$ cat config.mk
export PLATFORM = sky130hd
export DESIGN_NAME = adc_average_offset_gain_ctrl
export DESIGN_NICKNAME = d
export VERILOG_FILES = /design/src/adc_post_pkg.sv /design/src/sample_sync.sv /design/src/adc_average_offset_gain_ctrl.sv
export SDC_FILE = /design/constraint.sdc
export NUM_CORES = 2
export LEC_CHECK = 0
export BUFFER_PORTS_ARGS = -buffer_cell sky130_fd_sc_hd__buf_2
export CORE_AREA = 2 2 260 262
export DETAILED_ROUTE_END_ITERATION = 10
export DIE_AREA = 0 0 262 264
export PLACE_DENSITY = 0.6
export SETUP_SLACK_MARGIN = 0.15
export SLEW_MARGIN = 20
export SYNTH_ARGS = -nofsm -noshare
export SYNTH_HDL_FRONTEND = slang
export SYNTH_SLANG_ARGS = --single-unit
$ cat constraint.sdc
create_clock -name clk -period 11.4 [get_ports clk]
set_input_delay 1.71 -clock clk [delete_from_list [all_inputs] [get_ports clk]]
set_output_delay 1.71 -clock clk [all_outputs]
set_load 0.05 [all_outputs]
$ cat src/adc_post_pkg.sv
// constants, register map and types for the converter post-processing block
package adc_post_pkg;
    // register byte offsets
    localparam logic [7:0]  OFF_CONV_AVG   = 8'h24;
    localparam logic [7:0]  OFF_OFFSET     = 8'h28;
    localparam logic [7:0]  OFF_PLUS_GAIN  = 8'h2C;
    localparam logic [7:0]  OFF_MINUS_GAIN = 8'h30;
    localparam logic [7:0]  OFF_CTRL       = 8'h20;
    localparam logic [7:0]  OFF_RESULT     = 8'h1C;
    // conv_average_control fields
    localparam int          BIT_CONT       = 3;
    localparam int          BIT_AVGEN      = 2;
    localparam int          BIT_AVERAGE_COUNT_SEL_HI    = 1;
    localparam int          BIT_AVERAGE_COUNT_SEL_LO    = 0;
    // own control register: bit 0 start, bit 1 differential, bit 2 busy (read)
    localparam int          BIT_START      = 0;
    localparam int          BIT_DIFF       = 1;
    localparam int          BIT_BUSY       = 2;
    // reset values
    localparam logic [3:0]  RST_CONV_AVG   = 4'h0;
    localparam logic [15:0] RST_OFFSET     = 16'h0000;
    localparam logic [15:0] RST_GAIN       = 16'h8000;
    localparam logic        RST_DIFF       = 1'b0;
    // widths and limits
    localparam int          SW             = 16;
    localparam int          ACCW           = 21;
    localparam int          GAIN_FRAC      = 15;
    localparam logic [4:0]  CNT_ZERO       = 5'h00;
    localparam logic [4:0]  CNT_ONE        = 5'h01;
    localparam logic [15:0] SE_MAX         = 16'hFFFF;
    localparam logic [15:0] SE_MIN         = 16'h0000;
    localparam logic [15:0] DF_MAX         = 16'h7FFF;
    localparam logic [15:0] DF_MIN         = 16'h8000;

    typedef enum logic [1:0] {
        ST_IDLE,
        ST_WAIT,
        ST_CALC
    } seq_t;
endpackage : adc_post_pkg

$ cat src/sample_sync.sv
// two-stage synchroniser for the raw sample strobe and data from the analog core
module sample_sync (
    // clock and reset
    input  wire logic        clk,
    input  wire logic        nrst,
    // analog side
    input  wire logic        rawValid,
    input  wire logic [15:0] rawPlus,
    input  wire logic [15:0] rawMinus,
    // clocked side
    output logic             syncValid,
    output logic      [15:0] syncPlus,
    output logic      [15:0] syncMinus
);
    import adc_post_pkg::*;

    logic        vMeta_ff;
    logic        vSync_ff;
    logic        vPrev_ff;
    logic [15:0] pMeta_ff;
    logic [15:0] pSync_ff;
    logic [15:0] mMeta_ff;
    logic [15:0] mSync_ff;
    logic        nxt_syncValid;

    always_comb begin
        nxt_syncValid = vSync_ff & ~vPrev_ff;
    end

    always_ff @(posedge clk or negedge nrst) begin
        if (!nrst) begin
            vMeta_ff  <= 1'b0;
            vSync_ff  <= 1'b0;
            vPrev_ff  <= 1'b0;
            pMeta_ff  <= 16'h0000;
            pSync_ff  <= 16'h0000;
            mMeta_ff  <= 16'h0000;
            mSync_ff  <= 16'h0000;
            syncValid <= 1'b0;
            syncPlus  <= 16'h0000;
            syncMinus <= 16'h0000;
        end else begin
            vMeta_ff  <= rawValid;
            vSync_ff  <= vMeta_ff;
            vPrev_ff  <= vSync_ff;
            pMeta_ff  <= rawPlus;
            pSync_ff  <= pMeta_ff;
            mMeta_ff  <= rawMinus;
            mSync_ff  <= mMeta_ff;
            syncValid <= nxt_syncValid;
            syncPlus  <= pSync_ff;
            syncMinus <= mSync_ff;
        end
    end
endmodule : sample_sync

$ cat src/adc_average_offset_gain_ctrl.sv
// converter sequencing, averaging, offset and gain correction with Avalon-MM registers
// Overview of operation
// - continuous clear: one conversion or one averaged set per start, then stop.
// - continuous set: conversions or averaged sets repeat after a start.
// - averaging enable bit turns hardware averaging on or off.
// - average select 00,01,10,11 gives 4,8,16,32 samples per result.
// - offset value subtracted from each conversion before storing the result.
// - corrected value clamped to the mode's maximum or minimum.
// - offset is signed two's complement, left-justified, sixteen bits.
// - plus gain is unsigned fixed point, binary point between bits 15 and 14.
// - plus gain scales plus input in differential, whole conversion single-ended.
// - minus gain scales only the minus input, ignored single-ended.
// - minus gain is sixteen-bit fixed point, point below its top bit.
// - offset and gain upper bits 31 to 16 read zero, ignore writes.
//
// The Avalon-MM register port is this design's own decision.
module adc_average_offset_gain_ctrl (
    // clock and reset
    input  wire logic        clk,
    input  wire logic        nrst,
    // avalon-mm slave
    input  wire logic [7:0]  address,
    input  wire logic        read,
    input  wire logic        write,
    input  wire logic [31:0] writedata,
    input  wire logic [3:0]  byteenable,
    output logic      [31:0] readdata,
    output logic             waitrequest,
    // analog core
    input  wire logic        sampleValid,
    input  wire logic [15:0] samplePlus,
    input  wire logic [15:0] sampleMinus,
    output logic             convStart,
    output logic             diffMode,
    // corrected result
    output logic      [15:0] resultRegs,
    output logic             resultValid
);
    import adc_post_pkg::*;

    logic        sValid;
    logic [15:0] sPlus;
    logic [15:0] sMinus;

    sample_sync u_sync (
        .clk       (clk),
        .nrst      (nrst),
        .rawValid  (sampleValid),
        .rawPlus   (samplePlus),
        .rawMinus  (sampleMinus),
        .syncValid (sValid),
        .syncPlus  (sPlus),
        .syncMinus (sMinus)
    );

    // register state
    logic [3:0]  convAvg_ff,   nxt_convAvg;
    logic [15:0] offset_ff,    nxt_offset;
    logic [15:0] plusGain_ff,  nxt_plusGain;
    logic [15:0] minusGain_ff, nxt_minusGain;
    logic        diff_ff,      nxt_diff;
    logic        startReq;
    logic        ack_ff,       nxt_ack;
    logic        waitReq_ff,   nxt_waitReq;
    logic [31:0] rd_ff,        nxt_rd;

    // sequencer state
    seq_t        state_ff,     nxt_state;
    logic [4:0]  cnt_ff,       nxt_cnt;
    logic [ACCW-1:0] acc_ff,   nxt_acc;
    logic        start_ff,     nxt_start;
    logic [15:0] res_ff,       nxt_res;
    logic        resV_ff,      nxt_resV;

    function automatic logic [15:0] lane16(input logic [15:0] old, input logic [31:0] d, input logic [3:0] be);
        lane16 = {be[1] ? d[15:8] : old[15:8], be[0] ? d[7:0] : old[7:0]};
    endfunction : lane16

    function automatic logic [15:0] gainMul(input logic [15:0] x, input logic [15:0] g);
        logic [31:0] p;
        logic [16:0] q;
        p = x * g;
        q = p[31:GAIN_FRAC];
        gainMul = q[16] ? SE_MAX : q[15:0];
    endfunction : gainMul

    function automatic logic [4:0] setSize(input logic [1:0] sel);
        unique case (sel)
            2'b00: setSize = 5'h03;
            2'b01: setSize = 5'h07;
            2'b10: setSize = 5'h0F;
            2'b11: setSize = 5'h1F;
        endcase
    endfunction : setSize

    // bus: one wait cycle then answer
    always_comb begin
        nxt_convAvg   = convAvg_ff;
        nxt_offset    = offset_ff;
        nxt_plusGain  = plusGain_ff;
        nxt_minusGain = minusGain_ff;
        nxt_diff      = diff_ff;
        startReq      = 1'b0;
        nxt_ack       = (read | write) & ~ack_ff;
        nxt_waitReq   = ~nxt_ack;
        nxt_rd        = rd_ff;
        if (write && ack_ff) begin
            unique case (address)
                OFF_CONV_AVG:   if (byteenable[0]) nxt_convAvg = writedata[3:0];
                OFF_OFFSET:     nxt_offset    = lane16(offset_ff, writedata, byteenable);
                OFF_PLUS_GAIN:  nxt_plusGain  = lane16(plusGain_ff, writedata, byteenable);
                OFF_MINUS_GAIN: nxt_minusGain = lane16(minusGain_ff, writedata, byteenable);
                OFF_CTRL: begin
                    if (byteenable[0]) begin
                        nxt_diff = writedata[BIT_DIFF];
                        startReq = writedata[BIT_START];
                    end
                end
                default: ;
            endcase
        end
        if (read && !ack_ff) begin
            unique case (address)
                OFF_CONV_AVG:   nxt_rd = {28'h0000000, convAvg_ff};
                OFF_OFFSET:     nxt_rd = {16'h0000, offset_ff};
                OFF_PLUS_GAIN:  nxt_rd = {16'h0000, plusGain_ff};
                OFF_MINUS_GAIN: nxt_rd = {16'h0000, minusGain_ff};
                OFF_CTRL:       nxt_rd = {29'h00000000, state_ff != ST_IDLE, diff_ff, 1'b0};
                OFF_RESULT:     nxt_rd = {16'h0000, res_ff};
                default:        nxt_rd = 32'h00000000;
            endcase
        end
    end

    always_ff @(posedge clk or negedge nrst) begin
        if (!nrst) begin
            convAvg_ff   <= RST_CONV_AVG;
            offset_ff    <= RST_OFFSET;
            plusGain_ff  <= RST_GAIN;
            minusGain_ff <= RST_GAIN;
            diff_ff      <= RST_DIFF;
            ack_ff       <= 1'b0;
            waitReq_ff   <= 1'b1;
            rd_ff        <= 32'h00000000;
        end else begin
            convAvg_ff   <= nxt_convAvg;
            offset_ff    <= nxt_offset;
            plusGain_ff  <= nxt_plusGain;
            minusGain_ff <= nxt_minusGain;
            diff_ff      <= nxt_diff;
            ack_ff       <= nxt_ack;
            waitReq_ff   <= nxt_waitReq;
            rd_ff        <= nxt_rd;
        end
    end

    // held high while idle, low in the answering cycle
    assign waitrequest = waitReq_ff;
    assign readdata    = rd_ff;

    // correction datapath
    logic [15:0] rawSum;
    logic [15:0] gained;
    logic signed [17:0] corr;
    logic [15:0] clamped;
    logic [ACCW-1:0] accIn;
    logic [ACCW-1:0] mean;
    logic        avgOn;
    logic        lastOne;

    always_comb begin
        avgOn = convAvg_ff[BIT_AVGEN];
        lastOne = !avgOn || (cnt_ff == setSize(convAvg_ff[BIT_AVERAGE_COUNT_SEL_HI:BIT_AVERAGE_COUNT_SEL_LO]));
        if (diff_ff) begin
            gained = 16'(({1'b0, gainMul(sPlus, plusGain_ff)} - {1'b0, gainMul(sMinus, minusGain_ff)}) >>> 1);
            rawSum = gained;
        end else begin
            gained = gainMul(sPlus, plusGain_ff);
            rawSum = gained;
        end
        // differential samples are signed and must sign-extend into the sum
        accIn = acc_ff + {{(ACCW - SW){diff_ff & rawSum[SW-1]}}, rawSum};
        unique case (convAvg_ff[BIT_AVERAGE_COUNT_SEL_HI:BIT_AVERAGE_COUNT_SEL_LO])
            2'b00: mean = accIn >> 2;
            2'b01: mean = accIn >> 3;
            2'b10: mean = accIn >> 4;
            2'b11: mean = accIn >> 5;
        endcase
        if (!avgOn) mean = ACCW'(rawSum);
        if (diff_ff) corr = 18'(signed'(mean[15:0])) - 18'(signed'(offset_ff));
        else         corr = 18'(signed'({1'b0, mean[15:0]})) - 18'(signed'(offset_ff));
        if (diff_ff) begin
            if (corr > 18'sd32767)       clamped = DF_MAX;
            else if (corr < -18'sd32768) clamped = DF_MIN;
            else                          clamped = corr[15:0];
        end else begin
            if (corr > 18'sd65535)       clamped = SE_MAX;
            else if (corr < 18'sd0)      clamped = SE_MIN;
            else                          clamped = corr[15:0];
        end
    end

    // sequencer
    always_comb begin
        nxt_state = state_ff;
        nxt_cnt   = cnt_ff;
        nxt_acc   = acc_ff;
        nxt_start = 1'b0;
        nxt_res   = res_ff;
        nxt_resV  = 1'b0;
        unique case (state_ff)
            ST_IDLE: begin
                if (startReq) begin
                    nxt_state = ST_WAIT;
                    nxt_start = 1'b1;
                    nxt_cnt   = CNT_ZERO;
                    nxt_acc   = '0;
                end
            end
            ST_WAIT: begin
                if (sValid) begin
                    if (lastOne) begin
                        nxt_res  = clamped;
                        nxt_resV = 1'b1;
                        nxt_cnt  = CNT_ZERO;
                        nxt_acc  = '0;
                        if (convAvg_ff[BIT_CONT]) begin
                            nxt_start = 1'b1;
                        end else begin
                            nxt_state = ST_IDLE;
                        end
                    end else begin
                        nxt_acc   = accIn;
                        nxt_cnt   = cnt_ff + CNT_ONE;
                        nxt_start = 1'b1;
                    end
                end
            end
            ST_CALC: nxt_state = ST_IDLE;
        endcase
    end

    always_ff @(posedge clk or negedge nrst) begin
        if (!nrst) begin
            state_ff <= ST_IDLE;
            cnt_ff   <= CNT_ZERO;
            acc_ff   <= '0;
            start_ff <= 1'b0;
            res_ff   <= 16'h0000;
            resV_ff  <= 1'b0;
        end else begin
            state_ff <= nxt_state;
            cnt_ff   <= nxt_cnt;
            acc_ff   <= nxt_acc;
            start_ff <= nxt_start;
            res_ff   <= nxt_res;
            resV_ff  <= nxt_resV;
        end
    end

    assign convStart   = start_ff;
    assign diffMode    = diff_ff;
    assign resultRegs  = res_ff;
    assign resultValid = resV_ff;
endmodule : adc_average_offset_gain_ctrl

# Yosys cells after proc, flatten, opt, wreduce, memory -nomap -nowiden

Cells that the tools add are included.

Register bits: 233
Output and inout port bits: 52
Word-level logic and storage cells: 118

Add/sub/neg operators: 5
$mul: 2
Order comparisons: 4
Eq/ne operators: 16
Muxes and demuxes: 37
Bitwise gates (word level): 7
Reductions and logical operators: 20

Operator list:

| kind                 | count |
|---|---|
| $mux 16              | 9 |
| $pmux 16 s6          | 1 |
| $mul 16x16->32       | 2 |
| $pmux 16 s4          | 1 |
| $mux 21              | 3 |
| $pmux 21 s2          | 1 |
| $eq 8x6->1 const B   | 5 |
| $sub 16x16->17       | 2 |
| $reduce_and 3->1     | 10 |
| $add 21x21->21       | 1 |
| $pmux 5 s4           | 1 |
| $gt 18x16->1 const B | 1 |
| $gt 18x17->1 const B | 1 |
| $lt 18x1->1 const B  | 1 |
| $lt 18x16->1 const B | 1 |
| $mux 18              | 1 |
| $sub 17x16->18       | 1 |
| $mux 5               | 3 |
| $mux 1               | 10 |
| $pmux 5 s2           | 1 |
| $eq 8x5->1 const B   | 1 |
| $mux 2               | 4 |
| $eq 2x2->1 const B   | 3 |
| $ne 2x2->1 const B   | 3 |
| other kinds (15)     | 24 |

# Longest topological paths before layout

Depth in word-level cells: 14
Gate-level depth with buffers: 61
Depth with buffers taken out: 58

# Hierarchy

From an unflattened synthesis, not the netlist that was laid out.

Cells, all modules: 2869
Area, all modules: 27346.2 um2

Modules (own cells, without submodules):

| module                       | times used | cells an instance | area an instance (um2) | seq. area each (um2) |
|---|---|---|---|---|
| adc_average_offset_gain_ctrl | 1          | 2768              | 24830.1                | 2906.5 |
| sample_sync                  | 1          | 101               | 2516.2                 | 2502.4 |

# Worst setup path before layout

No wires, ideal clock.

Path kind: register -> register
Start: register plusGain_ff[7]
End: register res_ff[10] (netlist: resultRegs[10])
Library setup time: 126 ps
Data arrival time: 12242 ps
Data required time: 11274 ps
Slack: -969 ps
Cell stages (with the launch flop): 55
Path buffers: 5
Cells stage by stage: dfrtp_1 -> clkbuf_1 -> clkbuf_1 -> nand2_1 -> fa_1 -> inv_1 -> fa_1 -> inv_1 -> fa_1 -> inv_1 -> fa_1 -> fa_1 -> inv_1 -> fa_1 -> inv_1 -> ha_1 -> and3_1 -> nand3_1 -> [19 not listed] -> a21oi_1 -> nand2_1 -> a311oi_2 -> nor4_1 -> a2111oi_2 -> xnor2_1 -> a211oi_1 -> a21oi_1 -> a221o_1 -> ha_1 -> a21o_1 -> a21o_1 -> a21oi_1 -> nand3_1 -> mux2_2 -> nor2b_1 -> clkbuf_1 -> a221o_1

Cells in the longest elaborated chain, start to end: 14

RTL lines:

| element                                          | line                                                                     | RTL |
|---|---|---|
| start, declared                                  | adc_average_offset_gain_ctrl.sv:59                                       | `logic [15:0] plusGain_ff, nxt_plusGain;` |
| start signal, assigned                           | adc_average_offset_gain_ctrl.sv:148                                      | `plusGain_ff <= nxt_plusGain;` |
| $mul 16x16->32 *                                 | adc_average_offset_gain_ctrl.sv:82                                       | `p = x * g;` |
| $mux 16 *                                        | adc_average_offset_gain_ctrl.sv:84                                       | `gainMul = q[16] ? SE_MAX : q[15:0];` |
| $sub 16x16->17                                   | adc_average_offset_gain_ctrl.sv:175                                      | `gained = 16'(({1'b0, gainMul(sPlus, plusGain_ff)} - {1'b0, gainMul(sMinus, minusGain_ff)}) >>> 1);` |
| $mux 16 *                                        | adc_average_offset_gain_ctrl.sv:174                                      | `if (diff_ff) begin` |
| $and 1x1->1                                      | adc_average_offset_gain_ctrl.sv:182                                      | `accIn = acc_ff + {{(ACCW - SW){diff_ff & rawSum[SW-1]}}, rawSum};` |
| $add 21x21->21                                   | adc_average_offset_gain_ctrl.sv:182                                      |  |
| $pmux 16 s4                                      | adc_average_offset_gain_ctrl.sv:183                                      | `unique case (convAvg_ff[BIT_AVERAGE_COUNT_SEL_HI:BIT_AVERAGE_COUNT_SEL_LO])` |
| $mux 16 *                                        | adc_average_offset_gain_ctrl.sv:189                                      | `if (!avgOn) mean = ACCW'(rawSum);` |
| $sub 17x16->18 or $sub 16x16->17 (tied branches) | adc_average_offset_gain_ctrl.sv:191, adc_average_offset_gain_ctrl.sv:190 |  |
| $mux 18 *                                        | adc_average_offset_gain_ctrl.sv:190                                      | `if (diff_ff) corr = 18'(signed'(mean[15:0])) - 18'(signed'(offset_ff));` |
| $lt 18x1->1 or $lt 18x16->1 (tied branches)      | adc_average_offset_gain_ctrl.sv:198, adc_average_offset_gain_ctrl.sv:194 |  |
| $mux 16 (on tied branches)                       | adc_average_offset_gain_ctrl.sv:198, adc_average_offset_gain_ctrl.sv:194 |  |
| $mux 16 (on tied branches)                       | adc_average_offset_gain_ctrl.sv:197, adc_average_offset_gain_ctrl.sv:193 |  |
| $mux 16 *                                        | adc_average_offset_gain_ctrl.sv:192                                      | `if (diff_ff) begin` |
| end signal, assigned                             | adc_average_offset_gain_ctrl.sv:256                                      | `res_ff <= nxt_res;` |
| end, declared                                    | adc_average_offset_gain_ctrl.sv:72                                       | `logic [15:0] res_ff, nxt_res;` |

Every way passes the cells marked *; elsewhere a longest branch is shown, timed or not.
A chain may end at the register's enable or synchronous reset.

# Worst setup path in the final report

Start: register minusGain_ff[4]
End: register res_ff[2] (netlist: resultRegs[2])

Cells in the longest elaborated chain, start to end: 14

RTL lines:

| element                                          | line                                                                     | RTL |
|---|---|---|
| start, declared                                  | adc_average_offset_gain_ctrl.sv:60                                       | `logic [15:0] minusGain_ff, nxt_minusGain;` |
| start signal, assigned                           | adc_average_offset_gain_ctrl.sv:149                                      | `minusGain_ff <= nxt_minusGain;` |
| $mul 16x16->32 *                                 | adc_average_offset_gain_ctrl.sv:82                                       |  |
| $mux 16 *                                        | adc_average_offset_gain_ctrl.sv:84                                       |  |
| $sub 16x16->17 *                                 | adc_average_offset_gain_ctrl.sv:175                                      |  |
| $mux 16 *                                        | adc_average_offset_gain_ctrl.sv:174                                      |  |
| $and 1x1->1                                      | adc_average_offset_gain_ctrl.sv:182                                      |  |
| $add 21x21->21                                   | adc_average_offset_gain_ctrl.sv:182                                      |  |
| $pmux 16 s4                                      | adc_average_offset_gain_ctrl.sv:183                                      |  |
| $mux 16 *                                        | adc_average_offset_gain_ctrl.sv:189                                      |  |
| $sub 17x16->18 or $sub 16x16->17 (tied branches) | adc_average_offset_gain_ctrl.sv:191, adc_average_offset_gain_ctrl.sv:190 |  |
| $mux 18 *                                        | adc_average_offset_gain_ctrl.sv:190                                      |  |
| $lt 18x1->1 or $lt 18x16->1 (tied branches)      | adc_average_offset_gain_ctrl.sv:198, adc_average_offset_gain_ctrl.sv:194 |  |
| $mux 16 (on tied branches)                       | adc_average_offset_gain_ctrl.sv:198, adc_average_offset_gain_ctrl.sv:194 |  |
| $mux 16 (on tied branches)                       | adc_average_offset_gain_ctrl.sv:197, adc_average_offset_gain_ctrl.sv:193 |  |
| $mux 16 *                                        | adc_average_offset_gain_ctrl.sv:192                                      |  |

Marks and branches as above.

==> results.toml <==
[detailed_routing]
drtIter0Drc = 1172
wl_per_cell_um = 17.6
postRouteAntennaNets = 0
routed_wl_um = 74400
drc = 0
drtPass1Iterations = 5
avgViaCountPerCell = 5.11
vias = 21654

[synthesis]
synth_area_um2 = 27000
yosysWarningCount = 0
synth.avg_cell_area_um2 = 9.50
async_reset_ff_share_pct = 100
yosysTopAreaCell = "fa_1"
ys_ff_latch = 216
synth_area_leaders = "fa_1, dfrtp_1, ha_1, inv_1, and2_1"
ys.flop_type = "dfrtp_1"
synth_edf_count = 0
synth_top_area_share_pct = 28.8
syn-instance-count = 2844
seq_area_frac_synth_pct = 20.0
ys_types = 75

[clock_network]
hold_buffers = 0
clk_latency_ns = 0.58
cts-buffers-inserted = 27
cts_root_buf = "clkbuf_16"
clock_sinks = 216
cts_tree = "yes"
htreeDepth = 1
path_clk_slew_ns = 0.06
clock_path_buffers = 3

[worst_hold_path]
min_path_cells = 0
hp-class = "reg2reg"
min_to = "u_sync.syncPlus[1]"
hp-start = "u_sync.pSync_ff[1]"

[placed_design]
place_ws_ns = -1.16
io_buffers = 98
dp_hpwl_um = 60700
finalWeightedCongestion = 0.917
place_area_um2 = 31800

[sta]
hold-worst-slack_ns = 0.342
tightestPinTransition_ns = 0.978
hold_viol_final = 0
fmax_ghz = 0.0833
min_period_over_period_pct = 105
fin_ws_ns = -0.602
fin_crit_ns = 12.00
final_max_slew_viol_count = 0
setup-tns-final_ns = -8.11
max_slew_margin_pct = 34.5
setup_violations = 16
rsz0062_at_grt = "yes"
clock-skew-final_ns = 0.0312

[global_routing]
grt_pass1_vias = 23220
grt_pass1_wl_um = 123000
grt_max_degree = 87
grtUsageTotal_pct = 22.3
grt_overflow = 0
antenna_found_initial = 0

[setup_path]
crit_type = "reg2reg"
cpPeakStageDelay_ns = 0.56
timing.rr.end = "resultRegs[2]"
r2r_start = "minusGain_ff[4]"
critPathArrivalTime_ns = 12.44
end_kind = "flip-flop"
critPathMaxFanout = 6
r2r_slack_ns = -0.60
crit_slowest_cell = "fa_1"
start_kind = "flip-flop"
critical_path_required_ns = 11.83
worst_path_most_repeated_cell = "buf_4"
reg2reg_depth = 55

[floorplan]
dieArea_um2 = 69200
die_h_um = 264
die_x_um = 262
floorplan.initialDensity_pct = 40.6
core-area_um2 = 66600
rows = 95
io_pins = 133

[cells_and_area]
n_antenna_cell = 0
nNetsFinal = 4075
fillers = 6066
layout_common_cells = "inv_1, buf_4, fa_1"
design_area_um2 = 33700
largest-register = "acc_ff"
synthToLayoutAreaGrowth_pct = 24.9
drive_gt1_share_pct = 26.0
largest_reg_flops = 21
final_common_cell = "inv_1"

[power]
p_leak_nw = 17.8
peakVddDrop_mv = 0.0988
fin_total_pwr_mw = 2.76
powerDensity_nw_per_um2 = 81.6

[status]
outcome = "complete, but fails checks"
violations = "setup timing"

[job]
drv_cap = 0
==> kinds of logic (layout without fill, tap and decap cells) <==
| kind of cell | after synthesis | in the layout | share of synthesized area (%) |
|---|---|---|---|
| AND/OR/NAND/NOR | 834 | 836 | 15.0 |
| AO/OA/AOI/OAI | 381 | 381 | 9.58 |
| XOR/XNOR | 71 | 71 | 2.30 |
| flip-flops | 216 | 216 | 20.0 |
| buffers and inverters | 606 | 1109 | 8.64 |
| multiplexers | 87 | 87 | 3.63 |
| adder cells (fa/ha/maj) | 648 | 648 | 40.8 |
| other | 1 | 16 | 0.0139 |
==> worst max-delay path: cells and delay by family, from the launching register on <==
kind | cells | cell delay (ns)
compound gates | 19 | 4.05
xor+xnor | 2 | 0.28
fa+ha+maj | 10 | 3.76
buf+inv | 11 | 1.43
flops | 1 | 0.50
mux | 2 | 0.40
simple gates | 11 | 1.41
==> area by class of cell <==
cell class,instances,area [um^2],area share (%)
clock buffers,34,732,2.17
well taps,873,1090,3.24
multi-input cells,2039,20200,59.8
inverters,477,1790,5.31
clock inverters,13,151,0.449
repair buffers,585,4370,12.9
flip-flops and latches,216,5440,16.1
==> synthesized netlist by cell type (23+ instances only) <==
cell type / instances
ha_1: 259
a21o_1: 43
and2_1: 246
a22o_1: 31
a21oi_1: 83
mux2_2: 69
xnor2_1: 48
nor2_1: 81
dfrtp_1: 213
inv_1: 476
o21ai_1: 25
xor2_1: 23
clkbuf_1: 112
o21ai_0: 57
nand2_1: 375
nand3_1: 23
fa_1: 389
==> worst max path at each step <==
stage	from	cells past startpoint	slack [ns]	endpoint
CTS	minusGain_ff[4]	52	-0.54	resultRegs[1]
finish	minusGain_ff[4]	55	-0.60	resultRegs[2]
floorplan	minusGain_ff[7]	53	-0.08	resultRegs[11]
global placement	plusGain_ff[1]	48	-0.85	resultRegs[3]
detailed placement	plusGain_ff[1]	48	-1.16	resultRegs[11]
global route	minusGain_ff[6]	53	-1.13	resultRegs[2]
==> repair_timing <==
item | in CTS | in global routing
endpoints found under the setup margin | 16 | 16
gates resized for setup | 103 | 67
buffers inserted | 39 | 6
pin swaps | 64 | 39
gates cloned | 2 | 0
==> report_power, final <==
| group | internal (mW) | switching [mW] |
|---|---|---|
| clock network | 0.504 | 0.368 |
| logic | 0.461 | 0.542 |
| registers | 0.818 | 0.0615 |
==> per-layer routing <==
metal | GRT usage [%] | wire, um | vias to the layer above
li1 | - | - | 10063
met1 | 30.0 | 32200 | 10974
met2 | 37.9 | 36400 | 495
met3 | 2.47 | 3380 | 122
met4 | 6.44 | 2400 | 0
met5 | 0 | 0 | -
==> stage by stage <==
step,util (%),instances
floorplan,-,2859
global placement,47.7,4143
detailed placement,47.7,4143
CTS,50.1,4231
global route,50.7,4237
finish,50.7,4237
(Power assumes the default switching activity.)
